===== src/shared/core_regs_defs.svh =====
// Constants for the core register set: status word layout, vector table and register indices.
// Assumes inclusion by bare name from design and bench files.
`ifndef CORE_REGS_DEFS_SVH
`define CORE_REGS_DEFS_SVH
`define SW_CARRY_BIT 0
`define SW_ZERO_BIT 1
`define SW_NEG_BIT 2
`define SW_IRQ_EN_BIT 3
`define SW_HALT_BIT 4
`define SW_XTAL_STOP_BIT 5
`define SW_CLKGEN0_BIT 6
`define SW_CLKGEN1_BIT 7
`define SW_OVFL_BIT 8
`define SW_RESET_VAL 16'h0000
`define SW_USED_MASK 16'h01FF
`define VECTOR_TOP_ADDR 20'h0FFFE
`define RESET_VECTOR_IDX 5'h00
`define REG_PC 4'h0
`define REG_SP 4'h1
`define REG_SW 4'h2
`define REG_CG 4'h3
`endif


===== src/shared/core_regs_pkg.sv =====
// Types shared by the core register set and its bench.
// Assumes the constants header is compiled alongside.
`default_nettype none
package core_regs_pkg;
    typedef enum logic [3:0] {
        OP_NONE = 4'b0000,
        OP_WRITE = 4'b0001,
        OP_ADVANCE = 4'b0010,
        OP_NEAR_JUMP = 4'b0011,
        OP_FAR_JUMP = 4'b0100,
        OP_NEAR_CALL = 4'b0101,
        OP_FAR_CALL = 4'b0110,
        OP_NEAR_EXIT = 4'b0111,
        OP_FAR_EXIT = 4'b1000,
        OP_IRQ = 4'b1001,
        OP_IRQ_RETURN = 4'b1010,
        OP_PUSH = 4'b1011,
        OP_POP = 4'b1100
    } core_op_type;
    typedef enum logic [1:0] {
        SIZE_BYTE = 2'b00,
        SIZE_WORD = 2'b01,
        SIZE_ADDR = 2'b10
    } op_size_type;
    typedef enum logic [1:0] {
        ALU_NONE = 2'b00,
        ALU_ADD = 2'b01,
        ALU_SUB = 2'b10,
        ALU_LOGIC = 2'b11
    } alu_kind_type;
endpackage : core_regs_pkg
`default_nettype wire


===== src/hw/flag_calc.sv =====
// Computes arithmetic status flags for one operation result.
// Assumes operand and result come from the same cycle on the core clock.
`timescale 1ns/1ns
`default_nettype none
module flag_calc
    import core_regs_pkg::*;
(
    input wire alu_kind_type kind_in,
    input wire op_size_type size_in,
    input wire logic [19:0] src_in,
    input wire logic [19:0] dst_in,
    input wire logic [19:0] res_in,
    input wire logic carry_in,
    output logic carry_out,
    output logic zero_out,
    output logic neg_out,
    output logic ovfl_out
);
    wire [4:0] msb = (size_in == SIZE_BYTE) ? 5'd7 : (size_in == SIZE_WORD) ? 5'd15 : 5'd19;
    wire [19:0] mask = (size_in == SIZE_BYTE) ? 20'h000FF :
                       (size_in == SIZE_WORD) ? 20'h0FFFF : 20'hFFFFF;
    wire s_src = src_in[msb];
    wire s_dst = dst_in[msb];
    wire s_res = res_in[msb];
    assign zero_out = ((res_in & mask) == 20'h00000);
    assign neg_out = s_res;
    assign carry_out = carry_in;
    assign ovfl_out = (kind_in == ALU_ADD) ? ((s_src == s_dst) && (s_res != s_dst)) :
                      (kind_in == ALU_SUB) ? ((s_src != s_dst) && (s_res != s_dst)) :
                      1'b0;
endmodule : flag_calc
`default_nettype wire


===== src/hw/cpu_core_register_set.sv =====
// Core register file: instruction pointer, stack pointer, status word and
// working registers, with call, return, interrupt and stack sequencing.
// Assumes a decoder drives one operation per cycle and a memory that
// answers reads in the same cycle on mem_rdata_in.
`timescale 1ns/1ns
`default_nettype none
`include "core_regs_defs.svh"
module cpu_core_register_set
    import core_regs_pkg::*;
(
    // Clock and reset
    input wire logic core_clk_in,
    input wire logic rst_n_in,
    // Operation request
    input wire logic op_valid_in,
    input wire core_op_type op_in,
    input wire op_size_type size_in,
    input wire logic [3:0] dst_reg_in,
    input wire logic [19:0] op_data_in,
    input wire logic sign_extend_op_in,
    input wire logic [2:0] instr_len_in,
    input wire logic [4:0] irq_vector_idx_in,
    input wire logic irq_nonmaskable_in,
    // Arithmetic result for flags
    input wire alu_kind_type alu_kind_in,
    input wire logic [19:0] alu_src_in,
    input wire logic [19:0] alu_dst_in,
    input wire logic alu_carry_in,
    // Memory bus
    input wire logic [15:0] mem_rdata_in,
    output logic [19:0] mem_addr_out,
    output logic [15:0] mem_wdata_out,
    output logic mem_wr_out,
    output logic mem_rd_out,
    // Register file read port
    input wire logic [3:0] rd_reg_in,
    output logic [19:0] rd_data_out,
    // Status
    output logic op_ready_out,
    output logic [19:0] instr_pointer_out,
    output logic [19:0] stack_top_ptr_out,
    output logic [15:0] core_status_word_out,
    output logic irq_accept_out,
    output logic core_halt_out,
    output logic xtal_stop_out,
    output logic [1:0] clkgen_ctl_out
);
    typedef enum logic [2:0] {
        ST_IDLE = 3'b000,
        ST_PUSH_LO = 3'b001,
        ST_PUSH_HI = 3'b010,
        ST_VECTOR = 3'b011,
        ST_POP_HI = 3'b100,
        ST_POP_LO = 3'b101
    } seq_state_type;

    logic [19:0] gpr_q [4:15];
    logic [19:0] ip_q, ip_d;
    logic [19:0] sp_q, sp_d;
    logic [15:0] sw_q, sw_d;
    seq_state_type st_q, st_d;
    core_op_type cur_op_q, cur_op_d;
    logic [19:0] ret_q, ret_d;
    logic [15:0] pop_lo_q, pop_lo_d;
    logic [4:0] vec_q, vec_d;
    logic [19:0] addr_q, addr_d;
    logic [15:0] wdata_q, wdata_d;
    logic wr_q, wr_d, rd_q, rd_d;
    logic [19:0] rd_data_q;
    logic accept_q;

    wire fl_c, fl_z, fl_n, fl_v;
    flag_calc u_flags (
        .kind_in(alu_kind_in),
        .size_in(size_in),
        .src_in(alu_src_in),
        .dst_in(alu_dst_in),
        .res_in(op_data_in),
        .carry_in(alu_carry_in),
        .carry_out(fl_c),
        .zero_out(fl_z),
        .neg_out(fl_n),
        .ovfl_out(fl_v)
    );

    wire idle = (st_q == ST_IDLE);
    wire go = op_valid_in && idle;
    // Sized write value: byte clears 19:8 or sign extends, word clears 19:16.
    wire [19:0] sized_val = (size_in == SIZE_BYTE) ?
        (sign_extend_op_in ? {{12{op_data_in[7]}}, op_data_in[7:0]}
                           : {12'h000, op_data_in[7:0]}) :
        (size_in == SIZE_WORD) ? {4'h0, op_data_in[15:0]} : op_data_in;
    wire irq_ok = irq_nonmaskable_in || sw_q[`SW_IRQ_EN_BIT];
    wire [19:0] vec_addr = `VECTOR_TOP_ADDR - {14'h0000, vec_q, 1'b0};
    wire [19:0] sp_dec = {sp_q[19:1] - 19'd1, 1'b0};
    wire [19:0] sp_inc = {sp_q[19:1] + 19'd1, 1'b0};
    // A length code of zero stands for an eight-byte instruction, four words.
    wire [2:0] step_words = (instr_len_in[2:1] == 2'h0) ? 3'h4 : {1'b0, instr_len_in[2:1]};
    wire [19:0] ip_step = {ip_q[19:1] + {16'h0000, step_words}, 1'b0};
    wire sw_flag_write = go && (alu_kind_in != ALU_NONE) &&
                         !(op_in == OP_WRITE && dst_reg_in == `REG_SW);
    wire sw_reg_write = go && op_in == OP_WRITE && dst_reg_in == `REG_SW &&
                        size_in == SIZE_WORD;

    always_comb begin
        ip_d = ip_q;
        sp_d = sp_q;
        sw_d = sw_q;
        st_d = st_q;
        cur_op_d = cur_op_q;
        ret_d = ret_q;
        pop_lo_d = pop_lo_q;
        vec_d = vec_q;
        addr_d = addr_q;
        wdata_d = wdata_q;
        wr_d = 1'b0;
        rd_d = 1'b0;
        if (sw_flag_write) begin
            sw_d[`SW_CARRY_BIT] = fl_c;
            sw_d[`SW_ZERO_BIT] = fl_z;
            sw_d[`SW_NEG_BIT] = fl_n;
            sw_d[`SW_OVFL_BIT] = fl_v;
        end
        if (sw_reg_write) begin
            sw_d = op_data_in[15:0] & `SW_USED_MASK;
        end
        unique case (st_q)
            ST_IDLE: begin
                if (go) begin
                    cur_op_d = op_in;
                    unique case (op_in)
                        OP_ADVANCE: ip_d = ip_step;
                        OP_NEAR_JUMP: ip_d = {4'h0, op_data_in[15:1], 1'b0};
                        OP_FAR_JUMP: ip_d = {op_data_in[19:1], 1'b0};
                        OP_WRITE: begin
                            if (dst_reg_in == `REG_PC) begin
                                ip_d = {sized_val[19:1], 1'b0};
                            end else if (dst_reg_in == `REG_SP) begin
                                sp_d = {sized_val[19:1], 1'b0};
                            end
                        end
                        OP_NEAR_CALL, OP_FAR_CALL, OP_IRQ, OP_PUSH: begin
                            if (op_in != OP_IRQ || irq_ok) begin
                                ret_d = (op_in == OP_PUSH) ? sized_val : ip_q;
                                vec_d = irq_vector_idx_in;
                                if (op_in == OP_NEAR_CALL) begin
                                    ip_d = {4'h0, op_data_in[15:1], 1'b0};
                                end else if (op_in == OP_FAR_CALL) begin
                                    ip_d = {op_data_in[19:1], 1'b0};
                                end
                                sp_d = sp_dec;
                                addr_d = sp_dec;
                                wr_d = 1'b1;
                                if (op_in == OP_NEAR_CALL ||
                                    (op_in == OP_PUSH && size_in != SIZE_ADDR)) begin
                                    wdata_d = (op_in == OP_PUSH) ? sized_val[15:0]
                                                                 : ip_q[15:0];
                                    st_d = ST_IDLE;
                                end else begin
                                    // Far calls and pushes keep the high part above the low word; interrupts put the low pointer word above.
                                    wdata_d = (op_in == OP_IRQ) ? ip_q[15:0] : {12'h000,
                                              ((op_in == OP_PUSH) ? sized_val[19:16]
                                                                  : ip_q[19:16])};
                                    st_d = ST_PUSH_HI;
                                end
                            end
                        end
                        OP_NEAR_EXIT, OP_FAR_EXIT, OP_IRQ_RETURN, OP_POP: begin
                            addr_d = sp_q;
                            rd_d = 1'b1;
                            st_d = ST_POP_LO;
                        end
                        default: begin
                        end
                    endcase
                end
            end
            ST_PUSH_HI: begin
                sp_d = sp_dec;
                addr_d = sp_dec;
                wr_d = 1'b1;
                if (cur_op_q == OP_IRQ) begin
                    wdata_d = {ip_q[19:16], sw_q[11:0]};
                    sw_d[`SW_IRQ_EN_BIT] = 1'b0;
                    sw_d[`SW_HALT_BIT] = 1'b0;
                    st_d = ST_VECTOR;
                end else begin
                    wdata_d = ret_q[15:0];
                    st_d = ST_IDLE;
                end
            end
            ST_VECTOR: begin
                addr_d = vec_addr;
                rd_d = 1'b1;
                st_d = ST_PUSH_LO;
            end
            ST_PUSH_LO: begin
                ip_d = {4'h0, mem_rdata_in[15:1], 1'b0};
                st_d = ST_IDLE;
            end
            ST_POP_LO: begin
                pop_lo_d = mem_rdata_in;
                if (cur_op_q == OP_NEAR_EXIT) begin
                    ip_d = {4'h0, mem_rdata_in[15:1], 1'b0};
                    sp_d = sp_q + 20'h00002;
                    st_d = ST_IDLE;
                end else if (cur_op_q == OP_POP && size_in != SIZE_ADDR) begin
                    sp_d = (dst_reg_in == `REG_SP) ? {4'h0, mem_rdata_in[15:1], 1'b0}
                                                  : sp_q + 20'h00002;
                    st_d = ST_IDLE;
                end else begin
                    addr_d = sp_q + 20'h00002;
                    rd_d = 1'b1;
                    st_d = ST_POP_HI;
                end
            end
            ST_POP_HI: begin
                st_d = ST_IDLE;
                if (cur_op_q == OP_IRQ_RETURN) begin
                    sw_d = pop_lo_q & `SW_USED_MASK;
                    ip_d = {pop_lo_q[15:12], mem_rdata_in[15:1], 1'b0};
                    sp_d = sp_q + 20'h00004;
                end else if (cur_op_q == OP_FAR_EXIT) begin
                    ip_d = {mem_rdata_in[3:0], pop_lo_q[15:1], 1'b0};
                    sp_d = sp_q + 20'h00004;
                end else begin
                    sp_d = (dst_reg_in == `REG_SP) ? {mem_rdata_in[3:0], pop_lo_q[15:1], 1'b0}
                                                  : sp_q + 20'h00004;
                end
            end
            default: st_d = ST_IDLE;
        endcase
    end

    // Interrupt return pops status first, so the low word read is the status.
    wire pop_gpr = (st_q == ST_POP_LO && cur_op_q == OP_POP && size_in != SIZE_ADDR) ||
                   (st_q == ST_POP_HI && cur_op_q == OP_POP);
    wire [19:0] pop_val = (st_q == ST_POP_HI) ? {mem_rdata_in[3:0], pop_lo_q}
                                              : {4'h0, mem_rdata_in};
    wire gpr_we = go && op_in == OP_WRITE && dst_reg_in >= 4'h4;
    wire [19:0] rd_mux = (rd_reg_in == `REG_PC) ? ip_q :
                         (rd_reg_in == `REG_SP) ? sp_q :
                         (rd_reg_in == `REG_SW) ? {4'h0, sw_q} :
                         (rd_reg_in == `REG_CG) ? 20'h00000 : gpr_q[rd_reg_in];

    always_ff @(posedge core_clk_in) begin
        if (!rst_n_in) begin
            ip_q <= 20'h00000;
            sp_q <= 20'h00000;
            sw_q <= `SW_RESET_VAL;
            st_q <= ST_IDLE;
            cur_op_q <= OP_NONE;
            ret_q <= 20'h00000;
            pop_lo_q <= 16'h0000;
            vec_q <= `RESET_VECTOR_IDX;
            addr_q <= 20'h00000;
            wdata_q <= 16'h0000;
            wr_q <= 1'b0;
            rd_q <= 1'b0;
            rd_data_q <= 20'h00000;
            accept_q <= 1'b0;
        end else begin
            ip_q <= ip_d;
            sp_q <= sp_d;
            sw_q <= sw_d;
            st_q <= st_d;
            cur_op_q <= cur_op_d;
            ret_q <= ret_d;
            pop_lo_q <= pop_lo_d;
            vec_q <= vec_d;
            addr_q <= addr_d;
            wdata_q <= wdata_d;
            wr_q <= wr_d;
            rd_q <= rd_d;
            rd_data_q <= rd_mux;
            accept_q <= go && op_in == OP_IRQ && irq_ok;
        end
    end

    always_ff @(posedge core_clk_in) begin
        if (gpr_we) begin
            gpr_q[dst_reg_in] <= sized_val;
        end else if (pop_gpr && dst_reg_in >= 4'h4) begin
            gpr_q[dst_reg_in] <= pop_val;
        end
    end

    assign mem_addr_out = addr_q;
    assign mem_wdata_out = wdata_q;
    assign mem_wr_out = wr_q;
    assign mem_rd_out = rd_q;
    assign rd_data_out = rd_data_q;
    assign op_ready_out = (st_q == ST_IDLE);
    assign instr_pointer_out = ip_q;
    assign stack_top_ptr_out = sp_q;
    assign core_status_word_out = sw_q;
    assign irq_accept_out = accept_q;
    assign core_halt_out = sw_q[`SW_HALT_BIT];
    assign xtal_stop_out = sw_q[`SW_XTAL_STOP_BIT] & sw_q[`SW_HALT_BIT];
    assign clkgen_ctl_out = {sw_q[`SW_CLKGEN1_BIT], sw_q[`SW_CLKGEN0_BIT]};
endmodule : cpu_core_register_set
`default_nettype wire


===== config.mk =====
export PLATFORM = sky130hd
export DESIGN_NAME = cpu_core_register_set
export DESIGN_NICKNAME = d
export VERILOG_FILES = /design/src/shared/core_regs_pkg.sv /design/src/hw/flag_calc.sv /design/src/hw/cpu_core_register_set.sv
export VERILOG_INCLUDE_DIRS = /design/src /design/src/shared
export SDC_FILE = /design/constraint.sdc
export NUM_CORES = 1
export LEC_CHECK = 0
export BUFFER_PORTS_ARGS = -buffer_cell sky130_fd_sc_hd__buf_2
export CORE_AREA = 2 2 227 319
export CTS_BUF_LIST = sky130_fd_sc_hd__clkbuf_8
export DETAILED_ROUTE_END_ITERATION = 8
export DIE_AREA = 0 0 229 321
export MAX_ROUTING_LAYER = met4
export PLACE_DENSITY = 0.51
export SYNTH_ARGS = -nofsm -noshare
export SYNTH_HDL_FRONTEND = slang
export SYNTH_HIERARCHICAL = 1
export SYNTH_SLANG_ARGS = --single-unit

===== constraint.sdc =====
create_clock -name core_clk_in -period 6.7 [get_ports core_clk_in]
set_input_delay 1.34 -clock core_clk_in [delete_from_list [all_inputs] [get_ports core_clk_in]]
set_output_delay 1.34 -clock core_clk_in [all_outputs]
set_load 0.005 [all_outputs]

* Word-level counts from Yosys, hierarchy flattened
Memory sizes are Yosys's and may differ from the RTL's.
Cells that the tools add are included.
** Operators by class
- Add/subtract/negate cells :: 5
- $lt $le $gt $ge :: 2
- Eq/ne operators :: 51
- Multiplexer cells :: 89
- Bitwise logic cells :: 3
- Reductions and logical operators :: 43
** Operator list (count)
- two-way mux 20 bit :: 32
- case mux 20 bit (4 select lines) :: 3
- two-way mux 16 bit :: 10
- case mux 20 bit (5 select lines) :: 1
- case mux 20 bit (2 select lines) :: 2
- == test 4 bit (second input constant) :: 9
- case mux 16 bit (2 select lines) :: 1
- two-way mux 3 bit :: 7
- adder 20 x 2 -> 20 bit (second input constant) :: 1
- adder 20 x 3 -> 20 bit (second input constant) :: 1
- bitwise AND 20 bit :: 1
- == test 4 x 2 -> 1 bit (second input constant) :: 5
- == test 4 x 3 -> 1 bit (second input constant) :: 5
- zero test 20 bit :: 1
- adder 19 x 3 -> 19 bit :: 1
- subtractor 19 x 1 -> 19 bit (second input constant) :: 1
- logical AND 1 bit :: 18
- two-way mux 1 bit :: 18
- != test 3 bit (second input constant) :: 6
- subtractor 16 x 6 -> 17 bit (first input constant) :: 1
- binary-select mux 1 bit (select 5 bit) :: 3
- == test 4 x 1 -> 1 bit (second input constant) :: 3
- case mux 3 bit (4 select lines) :: 1
- nonzero test 4 bit :: 3
- other kinds (37) :: 59
** Storage, ports and cells
- Register bits after elaboration :: 159
- Bits in writable memories :: 240
- Input bits :: 106
- Output and inout port bits :: 120
- Logic and storage cells :: 208
- Memories :: 1
** Memory list
- gpr_q :: depth 12, width 20, read ports 1, clocked after memory_dff 0, write ports 1, RTL line cpu_core_register_set.sv:57 : logic [19:0] gpr_q [4:15];

* Longest topological paths before layout
- Depth in word-level cells :: 13
- Gate-level depth with buffers :: 11
- Mapped depth without buffers :: 9

* Hierarchy
The synthesis kept the hierarchy.
** Modules (own cells, without submodules)
- cpu_core_register_set :: instances 1, cells each 1920, area each 20116.8 um2, sequential area each 10349.9 um2
- flag_calc :: instances 1, cells each 26, area each 187.7 um2, sequential area each 0.0 um2

* Worst setup path before layout
OpenSTA, ideal clock, no wires.
- Kind :: input-to-reg
- From :: in op_in[3]
- To :: mem gpr_q[4][0] (enable)
- Library setup time :: 422 ps
- Arrival :: 3992 ps
- Data required time :: 6278 ps
- Slack :: 2286 ps
- Stages on the path :: 7
- Path buffers :: 2
- Path through :: buf_2 nor4b_1 clkbuf_1 nand2_1 nand2_1 nand3b_1 nor3_1
** On the way
- Word-level cells in the longest chain between the ends :: 6
- Elaborated cells on any way between the ends :: 8
- Classes of those cells :: eq/ne (1); mux (4); bitwise (1); reduce/logical (2)
** Ends and longest elaborated chain
- from (decl) :: RTL line cpu_core_register_set.sv:16 : input wire core_op_type op_in,
- == test 4 x 1 -> 1 bit (*) :: RTL line cpu_core_register_set.sv:240 : wire gpr_we = go && op_in == OP_WRITE && dst_reg_in >= 4'h4;
- logical AND 1 bit (*) (2 in a row) :: RTL line cpu_core_register_set.sv:240
- two-way mux 1 bit :: RTL line cpu_core_register_set.sv:281 : if (gpr_we) begin
- two-way mux 1 bit, on equally long branches :: RTL line cpu_core_register_set.sv:282, cpu_core_register_set.sv:284
- bitwise OR 1 bit (no source line) (*)
- to (decl) :: RTL line cpu_core_register_set.sv:57
Every way passes the cells marked *; elsewhere a longest branch is shown, timed or not.

* Worst setup path after layout
- From :: in size_in[1]
- To :: mem gpr_q[15][15], data pin
** On the way
- Word-level cells in the longest chain between the ends :: 8
- Elaborated cells on any way between the ends :: 10
- Classes of those cells :: eq/ne (1); mux (5); reduce/logical (4)
** Ends and longest elaborated chain
- from (decl) :: RTL line cpu_core_register_set.sv:17 : input wire op_size_type size_in,
- != test 2 bit :: RTL line cpu_core_register_set.sv:236 : wire pop_gpr = (st_q == ST_POP_LO && cur_op_q == OP_POP && size_in != SIZE_ADDR) ||
- logical AND 1 bit :: RTL line cpu_core_register_set.sv:236
- logical OR 1 bit :: RTL line cpu_core_register_set.sv:236
- logical AND 1 bit :: RTL line cpu_core_register_set.sv:283 : end else if (pop_gpr && dst_reg_in >= 4'h4) begin
- two-way mux 1 bit :: RTL line cpu_core_register_set.sv:283
- two-way mux 1 bit :: RTL line cpu_core_register_set.sv:281
- two-way mux 1 bit (not written as such) :: RTL line cpu_core_register_set.sv:284 : gpr_q[dst_reg_in] <= pop_val;
- two-way mux 20 bit (no source line) (*)
Marks and branches as above.

==> results_dict.tcl <==
set metrics [dict create \
    status "finished clean" \
    critical_path_arrival_ns 3.80 \
    seq_power_share_pct 46.2 \
    critical_path_class "in2reg" \
    finish.utilization_pct 33.4 \
    reg2reg_slack_ns 3.19 \
    yosys.area_share.simple_pct 13.8 \
    insertion_delay_ns 0.68 \
    slew_headroom_pct 17.0 \
    pwr-share-clk_pct 35.2 \
    cts_sinks 397 \
    comb_power_share_pct 18.5 \
    start_util_pct 28.7 \
    synth_top_family_by_area "compound AO/OA/AOI/OAI gates" \
    max_cap_viol_count 0 \
    synth_compound_area_share_pct 18.1 \
    path_max_fanout 40 \
    path_cells "buf_2 -> nor2b_1 -> a2111o_1 -> nor2_2 -> buf_4 -> nor2_1 -> a31oi_1" \
    hold_viol 0 \
    min_period_ns 3.52 \
    async_flop_share_pct 0 \
    grt_usage_pct 22.2 \
    syn_area_um2 20300 \
    tns_ns 0 \
    syn_to_final_growth_pct 16.4 \
    ys_types 90 \
    setup_violations 0 \
    place_inst 2970 \
    cts.htree.levels 3 \
    worst_pin_slew_ns 1.24 \
    num_vias 17300 \
    cts.hold.buffers_added 0 \
    cp_top_family "compound AO/OA/AOI/OAI gates" \
    start_kind "input port" \
    muxShareOfSynthArea_pct 10.0 \
    final_cells 3096 \
    cts_buffers 68 \
    min_path_cells 2 \
    fillers 7324 \
    design_area_um2 23600 \
    peakVddDrop_uv 126 \
    layout-drive-gt1-share_pct 21.2 \
    post_cts_buffers 0 \
    io_pins 226 \
    r2r-start "st_q[0]" \
    synth_adder_area_share_pct 0.592 \
    synth-edff-count 240 \
    antenna_found_initial 6 \
    fin_ws_ns 3.18 \
    total_power_mw 6.18 \
    p_int_mw 4.21 \
    dpl_cell_area_um2 22300 \
    yosysSeqAreaShare_pct 51.0 \
    cts_tree "built" \
    worstHoldStart "mem_addr_out[0]" \
    cpPeakStageDelay_ns 0.91 \
    synth_flop_cell "edfxtp_1" \
    path_buf_inv 2 \
    hold_path.class "reg2reg" \
    holdPathEnd "mem_addr_out[0]" \
    worstPathRequired_ns 6.98 \
    cts-resized-gates 0 \
    remaining_drc_errors 0 \
    cpMaxStageDelayCell "a31oi_1" \
    reg2reg_depth 7 \
    die_h_um 321 \
    wl_mm 81.4 \
    finClkSkew_ns 0.0344 \
    holdWs_ns 0.428 \
    dieWidth_um 229 \
    grt_pass1_wl_mm 117 \
    powerDensity_nw_per_um2 261 \
    drt_pass1_iterations 9 \
    yosys_warnings 6 \
    wl_per_cell_um 26.3 \
    grt_overflow 0 \
    final_max_slew_viol_count 0 \
    period_share_pct 52.5 \
    p_sw_mw 1.97 \
    io_buffer_count 188 \
    synth_cells 1946 \
    p_leak_nw 8.44 \
    dieArea_um2 73500 \
    dp_hpwl_mm 58.2 \
    final_antenna_net_count 0 \
    drtIter0Drc 2052 \
    pre_cts_ws_ns 2.54 \
    gp_congestion 0.940 \
    rows 116 \
    critPathCaptureType "register" \
    ys_seq_elements 397 \
    grt_max_degree 75 \
    first_global_vias 16900 \
    synth_xor_xnor_area_share_pct 2.72 \
    cts-root-buf "clkbuf_8" \
    finish.net_count 2211 \
    fmax_ghz 0.284 \
    switching_share_pct 31.9 \
    clock_path_buffers 3 \
    vias_per_cell 5.59 \
    syn-mean-instance-area_um2 10.4 \
    core_area_um2 70800 \
    rsz0062_at_grt "no" \
    clkTransAtPathRegs_ns 0.06 \
    r2r_end "mem_addr_out[12]" \
]
[metal layers]
metal	part of all wire (%)	wire [um]	global-route usage, %	up-vias
met5	0	0	-	-
met4	6.7	5420	13.4	0
met1	37	30300	24.5	8546
met3	6.2	5030	3.23	243
met2	50	40700	38.1	817
li1	-	-	-	7692
[logic make-up after synthesis]
family	count (synthesis)
simple gates	595
other cells	1
buf+inv	191
mux	128
compound gates	562
flops	397
xor+xnor	63
fa+ha+maj	9
[cell usage in the layout, fill, tap and decap left out, types with 11 or more instances in the layout]
master	count
clkbuf_8	74
nand3_1	41
a222oi_1	11
edfxtp_1	240
xor2_1	35
and2_1	20
nor2_1	148
a22oi_1	18
nor3_1	23
buf_4	62
xnor2_1	28
mux4_2	59
a21oi_1	158
clkinv_1	15
o211ai_1	24
mux2i_1	60
a21o_1	29
dfxtp_1	157
a211oi_1	46
inv_1	36
nand4_1	12
nand2b_1	16
a311oi_1	11
o22ai_1	20
o21ai_0	100
buf_2	187
nor2_2	11
nor4_1	21
o311ai_0	17
nand2_1	221
a31oi_1	42
[cell usage after synthesis, types with 14 or more instances]
| master | number | area (um2) |
|---|---|---|
| buf_2 | 14 | 70.1 |
| buf_1 | 19 | 71.3 |
| a31oi_1 | 42 | 263 |
| a22oi_1 | 19 | 143 |
| inv_1 | 19 | 71.3 |
| a21oi_1 | 158 | 791 |
| o211ai_1 | 24 | 180 |
| edfxtp_1 | 240 | 7210 |
| o21ai_0 | 100 | 500 |
| nand2_1 | 221 | 830 |
| nor2_1 | 159 | 597 |
| mux4_2 | 59 | 1330 |
| mux2i_1 | 60 | 601 |
| a21o_1 | 29 | 218 |
| a211oi_1 | 46 | 345 |
| nand3_1 | 42 | 210 |
| clkbuf_1 | 132 | 495 |
| nand2b_1 | 16 | 100 |
| xor2_1 | 35 | 307 |
| o311ai_0 | 17 | 149 |
| nor4_1 | 21 | 131 |
| dfxtp_1 | 157 | 3140 |
| and2_1 | 20 | 125 |
| o22ai_1 | 20 | 125 |
| nor3_1 | 27 | 135 |
| xnor2_1 | 28 | 245 |
[worst register-to-register path, cell delays in order, from the launching register on]
cell	delay, ns
dfxtp_1	0.84
and3b_1	0.26
buf_4	0.48
o311ai_0	0.42
a22oi_2	0.76
buf_4	0.33
o2111ai_1	0.14
o211a_1	0.16
[power groups by stage]
stage / Combinational (mW) / Clock, mW / Sequential, mW
finish: 1.15 / 2.18 / 2.86
global route: 1.23 / 2.33 / 2.86
CTS: 1.13 / 2.24 / 2.85
detailed placement: 1.13 / 0 / 2.90
global placement: 1.12 / 0 / 2.90
floorplan: 0.751 / 0 / 2.79
[worst max path at each step]
stage | start | to | depth (start not counted)
floorplan | op_in[3] | gpr_q[4][0] | 7
global placement | op_in[0] | mem_addr_out[12] | 9
detailed placement | size_in[1] | gpr_q[10][15] | 7
CTS | st_q[0] | op_ready_out | 4
global route | st_q[0] | mem_addr_out[8] | 7
finish | size_in[1] | gpr_q[15][15] | 7
[state kept, by name, summed over array words and instances, names as in the netlist, 4 cells and up]
signal / flops
mem_addr_out: 20
pop_lo_q: 16
gpr_q: 240
stack_top_ptr_out: 19
instr_pointer_out: 19
cur_op_q: 4
rd_data_out: 20
core_status_word_out: 16
vec_q: 5
mem_wdata_out: 16
ret_q: 16
[layout make-up]
| class | count | area (um2) | area share [%] |
|---|---|---|---|
| Timing Repair Buffer | 250 | 1420 | 6.01 |
| Clock buffer | 74 | 1020 | 4.31 |
| Multi-Input combinational cell | 1359 | 9300 | 39.3 |
| Sequential cell | 397 | 10300 | 43.8 |
| Clock inverter | 48 | 285 | 1.21 |
| Antenna cell | 4 | 10.0 | 0.0423 |
| Tap cell | 944 | 1180 | 5.00 |
| Inverter | 20 | 75.1 | 0.318 |
No activity file was read; power rests on OpenSTA's default activity.
